[src/ram_pointer_consts.vh]
`ifndef RAM_POINTER_CONSTS_VH
`define RAM_POINTER_CONSTS_VH

// pointer unit register width, larger variant (smaller variant uses 9)
`define RPU_WIDTH_LARGE     16
`define RPU_WIDTH_SMALL     9
// number of pointer registers
`define RPU_NUM_PTRS        4
// reset value of the wrap end register (zero means wrap off)
`define RPU_WRAP_END_RESET  16'h0000
// reset value of start register and pointers
`define RPU_REG_RESET       16'h0000
// post-modify selector codes
`define RPU_MOD_NONE        2'h0
`define RPU_MOD_INC1        2'h1
`define RPU_MOD_DEC1        2'h2
`define RPU_MOD_STEP        2'h3

`endif

[src/wrap_compare.v]
`timescale 1ns/1ps
`include "ram_pointer_consts.vh"

module wrap_compare #(
  parameter WIDTH = `RPU_WIDTH_LARGE
) (
  // pointer before the update
  input  wire [WIDTH-1:0] ptr_value,
  input  wire [1:0]       modify_sel,
  input  wire [WIDTH-1:0] step_value,
  // wrap bounds
  input  wire [WIDTH-1:0] wrap_first_location,
  input  wire [WIDTH-1:0] wrap_last_location,
  // result
  output reg  [WIDTH-1:0] next_ptr,
  output wire             wrap_taken
);

  wire wrap_on;
  reg  [WIDTH-1:0] plain_next;

  // any nonzero end value turns wrapping on
  assign wrap_on = |wrap_last_location;

  // full-width match on the pre-increment value, only for +1 accesses
  assign wrap_taken = wrap_on && (modify_sel == `RPU_MOD_INC1) &&
                      (ptr_value == wrap_last_location);

  // ordinary post-modify, identical to non-wrap behaviour
  always @* begin
    case (modify_sel)
      `RPU_MOD_INC1: plain_next = ptr_value + {{(WIDTH-1){1'b0}}, 1'b1};
      `RPU_MOD_DEC1: plain_next = ptr_value - {{(WIDTH-1){1'b0}}, 1'b1};
      `RPU_MOD_STEP: plain_next = ptr_value + step_value;
      default:       plain_next = ptr_value;
    endcase
  end

  // reload from the start register on a match
  always @* begin
    if (wrap_taken) begin
      next_ptr = wrap_first_location;
    end else begin
      next_ptr = plain_next;
    end
  end

endmodule

[src/ram_pointer_unit.v]
// Behaviour
// - a start register holds the first RAM location of the circular buffer.
// - an end register holds the last RAM location, the wrap point.
// - each +1 access (RPU_MOD_INC1) compares the pre-increment pointer with the end register.
// - on equality the pointer reloads from the start register.
// - wrapping is on whenever the end register is nonzero.
// - reset clears the end register, so wrapping starts off.
// - start, end, pointer and address registers are 9 bits (small) or 16 bits (large) wide; wrap_event is 1 bit.
// - with wrapping off the start register is free general storage.
`timescale 1ns/1ps
`include "ram_pointer_consts.vh"

module ram_pointer_unit #(
  parameter WIDTH    = `RPU_WIDTH_LARGE,
  parameter NUM_PTRS = `RPU_NUM_PTRS,
  parameter SEL_W    = 2
) (
  // clock and reset
  input  wire             ref_clk,
  input  wire             resetn,
  // register writes from the datapath
  input  wire             wr_en,
  input  wire [2:0]       wr_sel,
  input  wire [WIDTH-1:0] wr_data,
  // memory access through a pointer
  input  wire             access_en,
  input  wire [SEL_W-1:0] access_ptr,
  input  wire [1:0]       modify_sel,
  input  wire [WIDTH-1:0] step_value,
  // address to RAM and register views
  output reg  [WIDTH-1:0] ram_addr,
  output reg              wrap_event,
  output wire [WIDTH-1:0] wrap_first_location,
  output wire [WIDTH-1:0] wrap_last_location,
  output wire [WIDTH*NUM_PTRS-1:0] ptr_values
);

  // write selector codes: pointers 0..3, then start and end
  localparam [2:0] SEL_FIRST = 3'h4;
  localparam [2:0] SEL_LAST  = 3'h5;

  reg  [WIDTH-1:0] first_loc;
  reg  [WIDTH-1:0] last_loc;
  reg  [WIDTH-1:0] ptr_reg [0:NUM_PTRS-1];
  wire [WIDTH-1:0] cur_ptr;
  wire [WIDTH-1:0] next_ptr;
  wire             wrap_taken;

  assign cur_ptr             = ptr_reg[access_ptr];
  assign wrap_first_location = first_loc;
  assign wrap_last_location  = last_loc;

  wrap_compare #(
    .WIDTH(WIDTH)
  ) u_cmp (
    .ptr_value           (cur_ptr),
    .modify_sel          (modify_sel),
    .step_value          (step_value),
    .wrap_first_location (first_loc),
    .wrap_last_location  (last_loc),
    .next_ptr            (next_ptr),
    .wrap_taken          (wrap_taken)
  );

  // start and end registers; start is plain storage when end is zero
  always @(posedge ref_clk) begin
    if (!resetn) begin
      last_loc  <= `RPU_WRAP_END_RESET;
      first_loc <= `RPU_REG_RESET;
    end else if (wr_en) begin
      if (wr_sel == SEL_FIRST) begin
        first_loc <= wr_data;
      end
      if (wr_sel == SEL_LAST) begin
        last_loc <= wr_data;
      end
    end
  end

  // pointer registers; an access update wins over a same-cycle write
  genvar i;
  generate
    for (i = 0; i < NUM_PTRS; i = i + 1) begin : g_ptr
      always @(posedge ref_clk) begin
        if (!resetn) begin
          ptr_reg[i] <= `RPU_REG_RESET;
        end else if (access_en && (access_ptr == i)) begin
          ptr_reg[i] <= next_ptr;
        end else if (wr_en && (wr_sel == i)) begin
          ptr_reg[i] <= wr_data;
        end
      end
      assign ptr_values[WIDTH*i +: WIDTH] = ptr_reg[i];
    end
  endgenerate

  // registered address and wrap marker; address is the pre-modify value
  always @(posedge ref_clk) begin
    if (!resetn) begin
      ram_addr   <= `RPU_REG_RESET;
      wrap_event <= 1'b0;
    end else begin
      wrap_event <= access_en & wrap_taken;
      if (access_en) begin
        ram_addr <= cur_ptr;
      end
    end
  end

endmodule

[config.mk]
export PLATFORM = sky130hd
export DESIGN_NAME = ram_pointer_unit
export DESIGN_NICKNAME = d
export VERILOG_FILES = /design/src/wrap_compare.v /design/src/ram_pointer_unit.v
export VERILOG_INCLUDE_DIRS = /design/src
export SDC_FILE = /design/constraint.sdc
export NUM_CORES = 1
export LEC_CHECK = 0
export ABC_AREA = 1
export CORE_ASPECT_RATIO = 0.8
export CORE_MARGIN = 2
export CORE_UTILIZATION = 45
export CTS_CLUSTER_SIZE = 25
export DETAILED_ROUTE_END_ITERATION = 8
export DONT_BUFFER_PORTS = 1
export HOLD_SLACK_MARGIN = 0.08
export MAX_ROUTING_LAYER = met4
export SLEW_MARGIN = 5
export SYNTH_ARGS = -nofsm -noshare
export SYNTH_HDL_FRONTEND = slang
export SYNTH_SLANG_ARGS = --single-unit
[constraint.sdc]
create_clock -name ref_clk -period 2.69 [get_ports ref_clk]
set_clock_uncertainty 0.05 [all_clocks]
set_input_delay 0.4035 -clock ref_clk [delete_from_list [all_inputs] [get_ports ref_clk]]
set_output_delay 0.4035 -clock ref_clk [all_outputs]
set_load 0.05 [all_outputs]
Word-level counts from Yosys, hierarchy flattened

Memories as Yosys holds them, arrays and structs flattened.
Index checks and enable logic that the tools add are counted.

Register bits after elaboration: 49
Memory bits (writable): 64
Input port bits: 43
Output and inout port bits: 113
Logic and storage cells: 83
Memories kept: 1

Add/subtract/negate cells: 3
Equality and inequality tests: 12
Mux-type cells: 39
Bitwise gates (word level): 9
Reduce and logical (&&, ||, !) cells: 15

Memory list:

| memory  | depth | width | read ports | clocked after Yosys merged registers in | wr ports | line                  | text |
|---|---|---|---|---|---|---|---|
| ptr_reg | 4     | 16    | 5          | 0                                       | 4        | ram_pointer_unit.v:44 | `reg [WIDTH-1:0] ptr_reg [0:NUM_PTRS-1];` |

Operator list:

| kind                                                                  | count |
|---|---|
| 16-bit two-way mux                                                    | 9 |
| 16-bit case mux with 3 select lines                                   | 1 |
| 1-bit two-way mux                                                     | 29 |
| 16-bit by 1-bit adder with 16-bit output (second input constant)      | 1 |
| 16-bit adder                                                          | 1 |
| 16-bit == test                                                        | 1 |
| 16-bit OR reduction                                                   | 1 |
| 16-bit by 1-bit subtractor with 16-bit output (second input constant) | 1 |
| 1-bit logical AND                                                     | 10 |
| 2-bit == test (second input constant)                                 | 4 |
| 1-bit OR                                                              | 8 |
| 3-bit by 2-bit == test with 1-bit output (second input constant)      | 2 |
| 3-bit == test (second input constant)                                 | 2 |
| 2-bit by 1-bit == test with 1-bit output (second input constant)      | 2 |
| 2-bit AND reduction                                                   | 2 |
| 3-bit by 1-bit == test with 1-bit output (second input constant)      | 1 |
| 3-bit zero test                                                       | 1 |
| 2-bit zero test                                                       | 1 |
| 1-bit AND                                                             | 1 |

Logic depth before layout (Yosys ltp)

Gate-level depths: netlist (run 1).

Word-level depth: 7
Depth in mapped cells: 21
Gate-level depth less buffers: 20

Cells and area by module

A second synthesis (run 1) with hierarchy kept.

Cells, all modules: 1183
Area total of the unflattened synthesis: 7552.2 µm²

By module, submodules not included:

| module           | times used | cells each | area each (µm²) | sequential area each (µm²) |
|---|---|---|---|---|
| ram_pointer_unit | 1          | 704        | 5375.2          | 2902.8 |
| wrap_compare     | 1          | 479        | 2177.1          | 0.0 |

Worst setup path before layout (run 1)

OpenSTA, ideal clock, no wires.

Path type: register to register
Start point: memory ptr_reg[3][0] (netlist name)
End point: memory ptr_reg[1][10] (netlist name), data pin
Setup time: 0.254 ns
Data arrival time: 2.369 ns
Required time: 2.386 ns
Setup slack: 0.018 ns
Cell stages (with the launch flop): 19
Buffers on the path: 0
Period minus slack after synthesis: 2.672 ns
Cells stage by stage: edfxtp_1 nand2_1 nand2_1 nand2_1 nand2_1 ha_1 fa_1 nand2_1 nand2_1 nand3b_1 nand2_1 nand2_1 nand4_1 nand3_1 nand2_1 inv_1 nand2_1 nand3_1 nand2_1

RTL lines:

| element            | line |
|---|---|
| start: declaration | ram_pointer_unit.v:44 |

==> insert_results.sql, run 1 <==
INSERT INTO impl_metrics (metric_group, metric, value, unit) VALUES
('detailed_routing', 'drtPass1Iterations', '6', ''),
('cts', 'tritoncts_clock_tree', 'built', ''),
('setup_path', 'critical-path-slowest-cell', 'sky130_fd_sc_hd__edfxtp_1', ''),
('yosys', 'netlist_area', '0.007233', 'mm²'),
('cts', 'clk_pin_slew', '0.06', 'ns'),
('floorplanning', 'die_width', '145.7', 'µm'),
('timing', 'timing.final.ws_setup', '0.06309', 'ns'),
('detailed_routing', 'avgViaCountPerCell', '5.323', ''),
('placement', 'port_buffers', '0', ''),
('timing', 'final-setup-viol-count', '0', ''),
('run_status', 'outcome', 'finished clean', ''),
('setup_path', 'worst-path-max-fanout', '4', ''),
('setup_path', 'cell_by_cell_listing_of_the_critical_path', 'nand2_1, nand2_1, nand2_1, nand2_1, ha_2, fa_2, nand2_2, nand2_1, nand3b_1, nand2_2, nand2_2, nand4_1, nand3_1, nand2_1, inv_1, nand2_2, nand3_1, nand2_1', ''),
('cts', 'clock_tree_root_buffer_cell', 'sky130_fd_sc_hd__clkbuf_16', ''),
('detailed_routing', 'initialDrtViolationCount', '790', ''),
('setup_path', 'crit_top_cell', 'sky130_fd_sc_hd__nand2_1', ''),
('grt', 'grt_max_degree', '36', ''),
('finish', 'layout.cell_area.non_filler', '0.009340', 'mm²'),
('setup_path', 'end_kind', 'register', ''),
('setup_path', 'worst-endpoint-arrival', '2.75', 'ns'),
('placement', 'dpl_worst_slack', '-0.05005', 'ns'),
('cts', 'ctsHtreeMaxLevel', '4', ''),
('finish', 'largest_register_ff_count', '64', ''),
('timing', 'timing.fmax', '380.7', 'MHz'),
('placement', 'gp_congestion', '0.9763', ''),
('finish', 'antenna_cells', '0', ''),
('cts', 'clkLatencyLatePin', '0.42', 'ns'),
('placement', 'placement.cell_area', '0.008453', 'mm²'),
('floorplanning', 'num_io_pins', '156', ''),
('cts', 'cts_inserted_buffers', '17', ''),
('timing', 'maxSlewViolCount', '0', ''),
('timing', 'worst_pin_slew', '0.9968', 'ns'),
('grt', 'antenna_found_initial', '0', ''),
('yosys', 'synth_sequential_area_ratio', '0.4013', ''),
('cts', 'cts.sinks', '113', ''),
('power_and_ir_drop', 'power.total', '5.717', 'mW'),
('finish', 'finish.cell_count_without_fillers', '1425', ''),
('grt', 'global_route.overflow_total', '0', ''),
('timing', 'unrepaired_setup_endpoints_after_global_routing', 'yes', ''),
('detailed_routing', 'num_vias', '7585', ''),
('yosys', 'yosysWarningCount', '0', ''),
('job', 'number_of_max_cap_violations', '0', ''),
('timing', 'relSlewSlack', '0.3347', ''),
('setup_path', 'worstSetupStartpoint', 'ptr_reg[0][0]$_DFFE_PP_', ''),
('grt', 'first_global_vias', '7179', ''),
('power_and_ir_drop', 'irDropWorstVdd', '0.5051', 'mV'),
('finish', 'final_layout_size_suffix_gt1_frac', '0.2149', ''),
('grt', 'grt_usage', '0.3228', ''),
('floorplanning', 'die_h', '117.4', 'µm'),
('setup_path', 'timing.critical_path.slowest_cell_delay', '0.42', 'ns'),
('yosys', 'post_synth.cell_area_avg', '6.908', 'µm²'),
('power_and_ir_drop', 'power.static_leakage', '5.041', 'nW'),
('yosys', 'number_of_synthesized_register_bits', '113', ''),
('placement', 'placed_cells_incl_taps', '1372', ''),
('setup_path', 'critPathKind', 'reg2reg', ''),
('finish', 'layout_stage_area_growth_over_the_synthesis_result', '29.13', '%'),
('setup_path', 'rr_startpoint', 'ptr_reg[0][0]$_DFFE_PP_', ''),
('worst_hold_path', 'timing.hold.worst.class', 'in2reg', ''),
('timing', 'fin_crit', '2.627', 'ns'),
('cts', 'cts_buffer_depth', '2', ''),
('finish', 'final_net_count', '1256', ''),
('worst_hold_path', 'min_from', 'wr_data[12]', ''),
('floorplanning', 'core.rowCount', '41', ''),
('setup_path', 'required', '2.81', 'ns'),
('placement', 'place.detailed.hpwl', '19780', 'µm'),
('setup_path', 'timing.critical_path.from_type', 'register', ''),
('detailed_routing', 'remaining_drc_errors', '0', ''),
('timing', 'final.hold.worst_slack', '0.08401', 'ns'),
('floorplanning', 'core_area', '0.01575', 'mm²'),
('floorplanning', 'initial_utilization', '0.4593', ''),
('power_and_ir_drop', 'power.density_cell_area', '612.1', 'mW/mm²'),
('yosys', 'synthesized_instance_count', '1047', ''),
('detailed_routing', 'drt-wirelength-per-cell', '18.73', 'µm'),
('yosys', 'mappedNetlistNets', '1106', ''),
('timing', 'post-route-period-util', '0.9765', ''),
('detailed_routing', 'drt.antenna.violating_nets', '0', ''),
('floorplanning', 'die_area', '0.01711', 'mm²'),
('timing', 'final_hold_viol_count', '0', ''),
('detailed_routing', 'drt-total-wl', '26690', 'µm'),
('yosys', 'ys_types', '33', ''),
('grt', 'grt_first_pass_wirelength', '40790', 'µm');
==> final cells by class <==
cell class / count / area, µm²
Clock inverter: 11 / 76.32
Multi-Input combinational cell: 817 / 3948
Sequential cell: 113 / 2903
Tap cell: 215 / 269.0
Fill cell: 1507 / 6409
Clock buffer: 21 / 493.0
Timing Repair Buffer: 170 / 1356
Inverter: 78 / 295.3
==> critical path: cells and delay by family, from the launching register on <==
family        cells  cell delay [ns]
flops             1             0.42
buf+inv           1             0.07
fa+ha+maj         2             0.56
simple gates     15             1.29
==> routing by layer <==
metal / up-vias / wire (µm) / GRT usage
met1: 3453 / 11510 / 0.4358
met2: 394 / 12120 / 0.4900
met5: - / 0 / -
li1: 3700 / - / -
met4: 0 / 427 / 0.09681
met3: 38 / 2636 / 0.06809
==> cell usage after synthesis, drive strengths merged <==
cell type  number  area [µm²]
clkinv          2       7.510
and3            1       6.260
ha             15       187.7
buf            14       123.9
o21a            1       7.510
nor3            3       20.02
o21ai          54       270.3
a21oi          39       195.2
a31oi           1       6.260
nand4           7       43.79
fa              1       20.02
inv            76       287.8
nand3b         17       252.7
nor2          146       568.0
dfxtp          49       980.9
clkbuf         25       93.84
o22ai           3       18.77
nand2         418        1634
nand3         106       543.0
xor2            5       43.79
edfxtp         64        1922
==> per-stage QoR <==
step	util	setup TNS, ns
floorplan	-	0
finish	0.5931	0
CTS	0.5821	0
global placement	0.5367	-0.5626
global route	0.5931	-0.8148
detailed placement	0.5367	-0.5855
==> power by group <==
part	internal, mW	switching, mW	total, mW
sequential	1.94	0.168	2.11
clock	1.31	0.857	2.17
combinational	0.485	0.957	1.44
==> cell families after synthesis <==
kind of cell             count (synthesis)  share of synthesized area
AND/OR/NAND/NOR                        698                     0.4241
buffers and inverters                  117                    0.07092
adder cells (fa/ha/maj)                 16                    0.02871
flip-flops                             113                     0.4013
AO/OA/AOI/OAI                           98                    0.06885
XOR/XNOR                                 5                   0.006054
==> final timing paths <==
kind	slack [ns]	cells past startpoint	to
worst max-delay path	0.06	18	ptr_reg[0][10]$_DFFE_PP_
worst min-delay path	0.08	2	wrap_first_location[12]$_SDFFE_PN0P_
worst max register to register	0.06	18	ptr_reg[0][10]$_DFFE_PP_
worst min register to register	0.45	2	wrap_last_location[10]$_SDFFE_PN0P_
==> cells in the final DEF (no fill, tap or decap), drive strengths merged <==
| master | n |
|---|---|
| o21ai | 54 |
| clkbuf | 21 |
| nor3 | 3 |
| clkinv | 8 |
| edfxtp | 64 |
| xor2 | 5 |
| ha | 15 |
| nor2 | 146 |
| nand3 | 106 |
| nand3b | 17 |
| o21a | 1 |
| a31oi | 1 |
| inv | 78 |
| dlygate4sd3 | 12 |
| dfxtp | 49 |
| fa | 1 |
| buf | 158 |
| clkinvlp | 3 |
| and3 | 1 |
| o22ai | 3 |
| a21oi | 39 |
| nand4 | 7 |
| nand2 | 418 |
==> timing repair <==
item	4_1_cts	5_1_grt
hold buffers	12	0
endpoints found under the hold margin	20	0
pin swaps	0	7
setup endpoints to repair	8	40
buffers inserted	3	6
resized for setup	1	27
Power figures use the tool's default switching activity.
==> run 2, diff against run 1 <==
--- a/config.mk
+++ b/config.mk
@@ -15,6 +15,7 @@
 export DONT_BUFFER_PORTS = 1
 export HOLD_SLACK_MARGIN = 0.08
 export MAX_ROUTING_LAYER = met4
+export REMOVE_ABC_BUFFERS = 1
 export SLEW_MARGIN = 5
 export SYNTH_ARGS = -nofsm -noshare
 export SYNTH_HDL_FRONTEND = slang
==> constraint.sdc (replaced) <==
create_clock -name ref_clk -period 2.6 [get_ports ref_clk]
set_clock_uncertainty 0.05 [all_clocks]
set_input_delay 0.39 -clock ref_clk [delete_from_list [all_inputs] [get_ports ref_clk]]
set_output_delay 0.39 -clock ref_clk [all_outputs]
set_load 0.05 [all_outputs]
==> run 2 against run 1 <==
  * Critical path depth fell by 3
  * Sequential power rose by 3%
  * Non-clock buffer count rose by 25
  * Die area did not move
  * Clock power rose by 13%
==> insert_results.sql, run 2 (synthesis results as in run 1) <==
INSERT INTO impl_metrics (metric_group, metric, value, unit) VALUES
('run_status', 'outcome', 'finished clean', ''),
('worst_hold_path', 'timing.hold.worst.class', 'in2reg', ''),
('detailed_routing', 'initialDrtViolationCount', '886', ''),
('timing', 'fin_crit', '2.584', 'ns'),
('timing', 'post-route-period-util', '0.9937', ''),
('finish', 'final_common_cell', 'sky130_fd_sc_hd__nand2_1', ''),
('floorplanning', 'core_area', '0.01575', 'mm²'),
('detailed_routing', 'num_vias', '7967', ''),
('finish', 'final_layout_size_suffix_gt1_frac', '0.2502', ''),
('finish', 'largest_register_ff_count', '64', ''),
('setup_path', 'timing.critical_path.max_delay_family', 'simple AND/OR/NAND/NOR gates', ''),
('grt', 'grt_usage', '0.3414', ''),
('power_and_ir_drop', 'power.total', '6.248', 'mW'),
('finish', 'layout_stage_area_growth_over_the_synthesis_result', '35.51', '%'),
('setup_path', 'timing.reg2reg.worst_path_depth', '15', ''),
('grt', 'groute.layer.met1.usage', '0.4457', ''),
('grt', 'grt_first_pass_wirelength', '42700', 'µm'),
('setup_path', 'end_kind', 'register', ''),
('setup_path', 'timing.critical_path.slowest_cell_delay', '0.41', 'ns'),
('setup_path', 'critical-path-slowest-cell', 'sky130_fd_sc_hd__edfxtp_1', ''),
('detailed_routing', 'drtPass1Iterations', '6', ''),
('grt', 'grt_busiest_layer', 'met2', ''),
('timing', 'worst_pin_slew', '1.026', 'ns'),
('cts', 'cts_inserted_buffers', '17', ''),
('placement', 'gp_congestion', '1.051', ''),
('setup_path', 'total_buffers_and_inverters_traversed_by_the_critical_path', '0', ''),
('timing', 'setup_tns', '0', 'ns'),
('timing', 'unrepaired_setup_endpoints_after_global_routing', 'yes', ''),
('setup_path', 'timing.critical_path.from_type', 'register', ''),
('floorplanning', 'initial_utilization', '0.4593', ''),
('grt', 'first_global_vias', '7435', ''),
('setup_path', 'crit_top_cell', 'sky130_fd_sc_hd__nand2_2', ''),
('placement', 'port_buffers', '0', ''),
('cts', 'clock_tree_root_buffer_cell', 'sky130_fd_sc_hd__clkbuf_16', ''),
('floorplanning', 'core.rowCount', '41', ''),
('power_and_ir_drop', 'power.static_leakage', '5.199', 'nW'),
('setup_path', 'rr_startpoint', 'ptr_reg[2][0]$_SDFFCE_PN0P_', ''),
('floorplanning', 'die_area', '0.01711', 'mm²'),
('grt', 'met3_usage', '0.1047', ''),
('timing', 'final-setup-viol-count', '0', ''),
('grt', 'grt_max_degree', '36', ''),
('cts', 'tritoncts_clock_tree', 'built', ''),
('cts', 'ctsHtreeMaxLevel', '4', ''),
('setup_path', 'worst-r2r-setup-slack', '0.02', 'ns'),
('setup_path', 'critPathKind', 'reg2reg', ''),
('cts', 'clk_pin_slew', '0.06', 'ns'),
('detailed_routing', 'drt.antenna.violating_nets', '0', ''),
('cts', 'cts_buffer_depth', '2', ''),
('setup_path', 'required', '2.73', 'ns'),
('detailed_routing', 'remaining_drc_errors', '0', ''),
('setup_path', 'worst-path-max-fanout', '4', ''),
('setup_path', 'cell_by_cell_listing_of_the_critical_path', 'nand2_1, nand2_2, nand2_2, nand2_2, ha_4, fa_2, nand2_2, nand2_1, nand3b_1, nand2_2, xor2_1, a21oi_1, nand2_1, nand3_1, nand2_1', ''),
('floorplanning', 'num_io_pins', '156', ''),
('timing', 'final_hold_viol_count', '0', ''),
('setup_path', 'worstSetupStartpoint', 'ptr_reg[2][0]$_SDFFCE_PN0P_', ''),
('cts', 'clkLatencyLatePin', '0.42', 'ns'),
('setup_path', 'crit-reg2reg-capture', 'ptr_reg[1][6]$_DFFE_PP_', ''),
('timing', 'maxSlewViolCount', '0', ''),
('setup_path', 'path_depth', '15', ''),
('grt', 'antenna_found_initial', '3', ''),
('floorplanning', 'die_width', '145.7', 'µm'),
('timing', 'timing.fmax', '387.1', 'MHz'),
('finish', 'layout.cells.most_common_list', 'sky130_fd_sc_hd__nand2_1 (373), sky130_fd_sc_hd__buf_4 (171), sky130_fd_sc_hd__nor2_1 (139)', ''),
('placement', 'place.detailed.hpwl', '20210', 'µm'),
('grt', 'met2_usage_grt', '0.4962', ''),
('setup_path', 'worst-endpoint-arrival', '2.71', 'ns'),
('detailed_routing', 'drt-total-wl', '28880', 'µm'),
('grt', 'global_route.overflow_total', '0', ''),
('power_and_ir_drop', 'power.density_cell_area', '637.4', 'mW/mm²'),
('finish', 'fill_cells', '1456', ''),
('floorplanning', 'die_h', '117.4', 'µm'),
('detailed_routing', 'drt-wirelength-per-cell', '19.87', 'µm'),
('cts', 'cts.sinks', '113', ''),
('timing', 'relSlewSlack', '0.3149', ''),
('finish', 'final_net_count', '1281', ''),
('detailed_routing', 'avgViaCountPerCell', '5.483', ''),
('setup_path', 'critPathCapture', 'ptr_reg[1][6]$_DFFE_PP_', ''),
('job', 'number_of_max_cap_violations', '0', ''),
('power_and_ir_drop', 'irDropWorstVdd', '0.4866', 'mV');
## run 2: changes by cell type in the layout (fill, tap and decap cells not counted), moves of 4 or more
cell and delta:
sky130_fd_sc_hd__a21oi_1 -5, sky130_fd_sc_hd__a21oi_2 +5, sky130_fd_sc_hd__buf_12 +5, sky130_fd_sc_hd__buf_4 +17, sky130_fd_sc_hd__bufinv_16 +4, sky130_fd_sc_hd__ha_1 -6
sky130_fd_sc_hd__ha_4 +6, sky130_fd_sc_hd__nand2_1 -10, sky130_fd_sc_hd__nand2_2 +8, sky130_fd_sc_hd__nand3_1 -7, sky130_fd_sc_hd__nand3_2 +7
## run 2: through the flow
| stage | setup slack [ns] | area [µm²] | cells | hold slack (ns) | utilization |
|---|---|---|---|---|---|
| after floorplan | -0.08630 | 7015 | 1008 | 0.4749 | - |
| after global placement | -0.1234 | 8578 | 1382 | 0.4282 | 0.5447 |
| after detailed placement | -0.1460 | 8578 | 1382 | 0.4331 | 0.5447 |
| after CTS | 0.001891 | 9370 | 1430 | 0.09090 | 0.5950 |
| after global routing | -0.1129 | 9802 | 1453 | 0.1015 | 0.6224 |
| final | 0.01643 | 9802 | 1453 | 0.08816 | 0.6224 |
## run 2: layout make-up
cell class | count | area [µm²] | area share
multi-input combinational | 817 | 4111 | 0.4195
sequential | 113 | 2903 | 0.2961
inverter | 78 | 295.3 | 0.03013
antenna | 3 | 7.507 | 0.0007659
clock inverter | 12 | 165.2 | 0.01685
timing repair buffer | 195 | 1614 | 0.1647
tap | 215 | 269.0 | 0.02744
clock buffer | 20 | 436.7 | 0.04455
## run 2: report_power, final
group / switching, mW / leakage (nW) / internal (mW)
combinational: 1.06 / 3.84 / 0.568
sequential: 0.170 / 1.07 / 2.01
clock: 0.857 / 0.285 / 1.59
total: 2.08 / 5.20 / 4.16
## run 2: how the worst min path moves through the flow
stage / from / endpoint / slack (ns) / cells past startpoint
after floorplan: wr_data[10] / wrap_first_location[10]$_SDFFE_PN0P_ / 0.47 / 2
after global placement: wrap_last_location[9]$_SDFFE_PN0P_ / wrap_last_location[9]$_SDFFE_PN0P_ / 0.43 / 2
after detailed placement: wrap_last_location[9]$_SDFFE_PN0P_ / wrap_last_location[9]$_SDFFE_PN0P_ / 0.43 / 2
after CTS: resetn / wrap_last_location[2]$_SDFFE_PN0P_ / 0.09 / 2
after global routing: wr_data[6] / ptr_reg[2][6]$_SDFFCE_PN0P_ / 0.10 / 2
final: resetn / wrap_last_location[2]$_SDFFE_PN0P_ / 0.09 / 2
## run 2: routing by layer
layer,share of wire,up-vias
met5,0,-
met3,0.12,79
met2,0.44,491
li1,-,3752
met4,0.033,0
met1,0.41,3645
## run 2: what timing repair did
item / 4_1_cts / 5_1_grt
pin swaps: 2 / 21
endpoints found under the hold margin: 29 / 0
hold buffers: 16 / 0
gates resized for setup: 7 / 54
setup endpoints to repair: 20 / 40
setup buffers: 0 / 20
cloned: 0 / 0
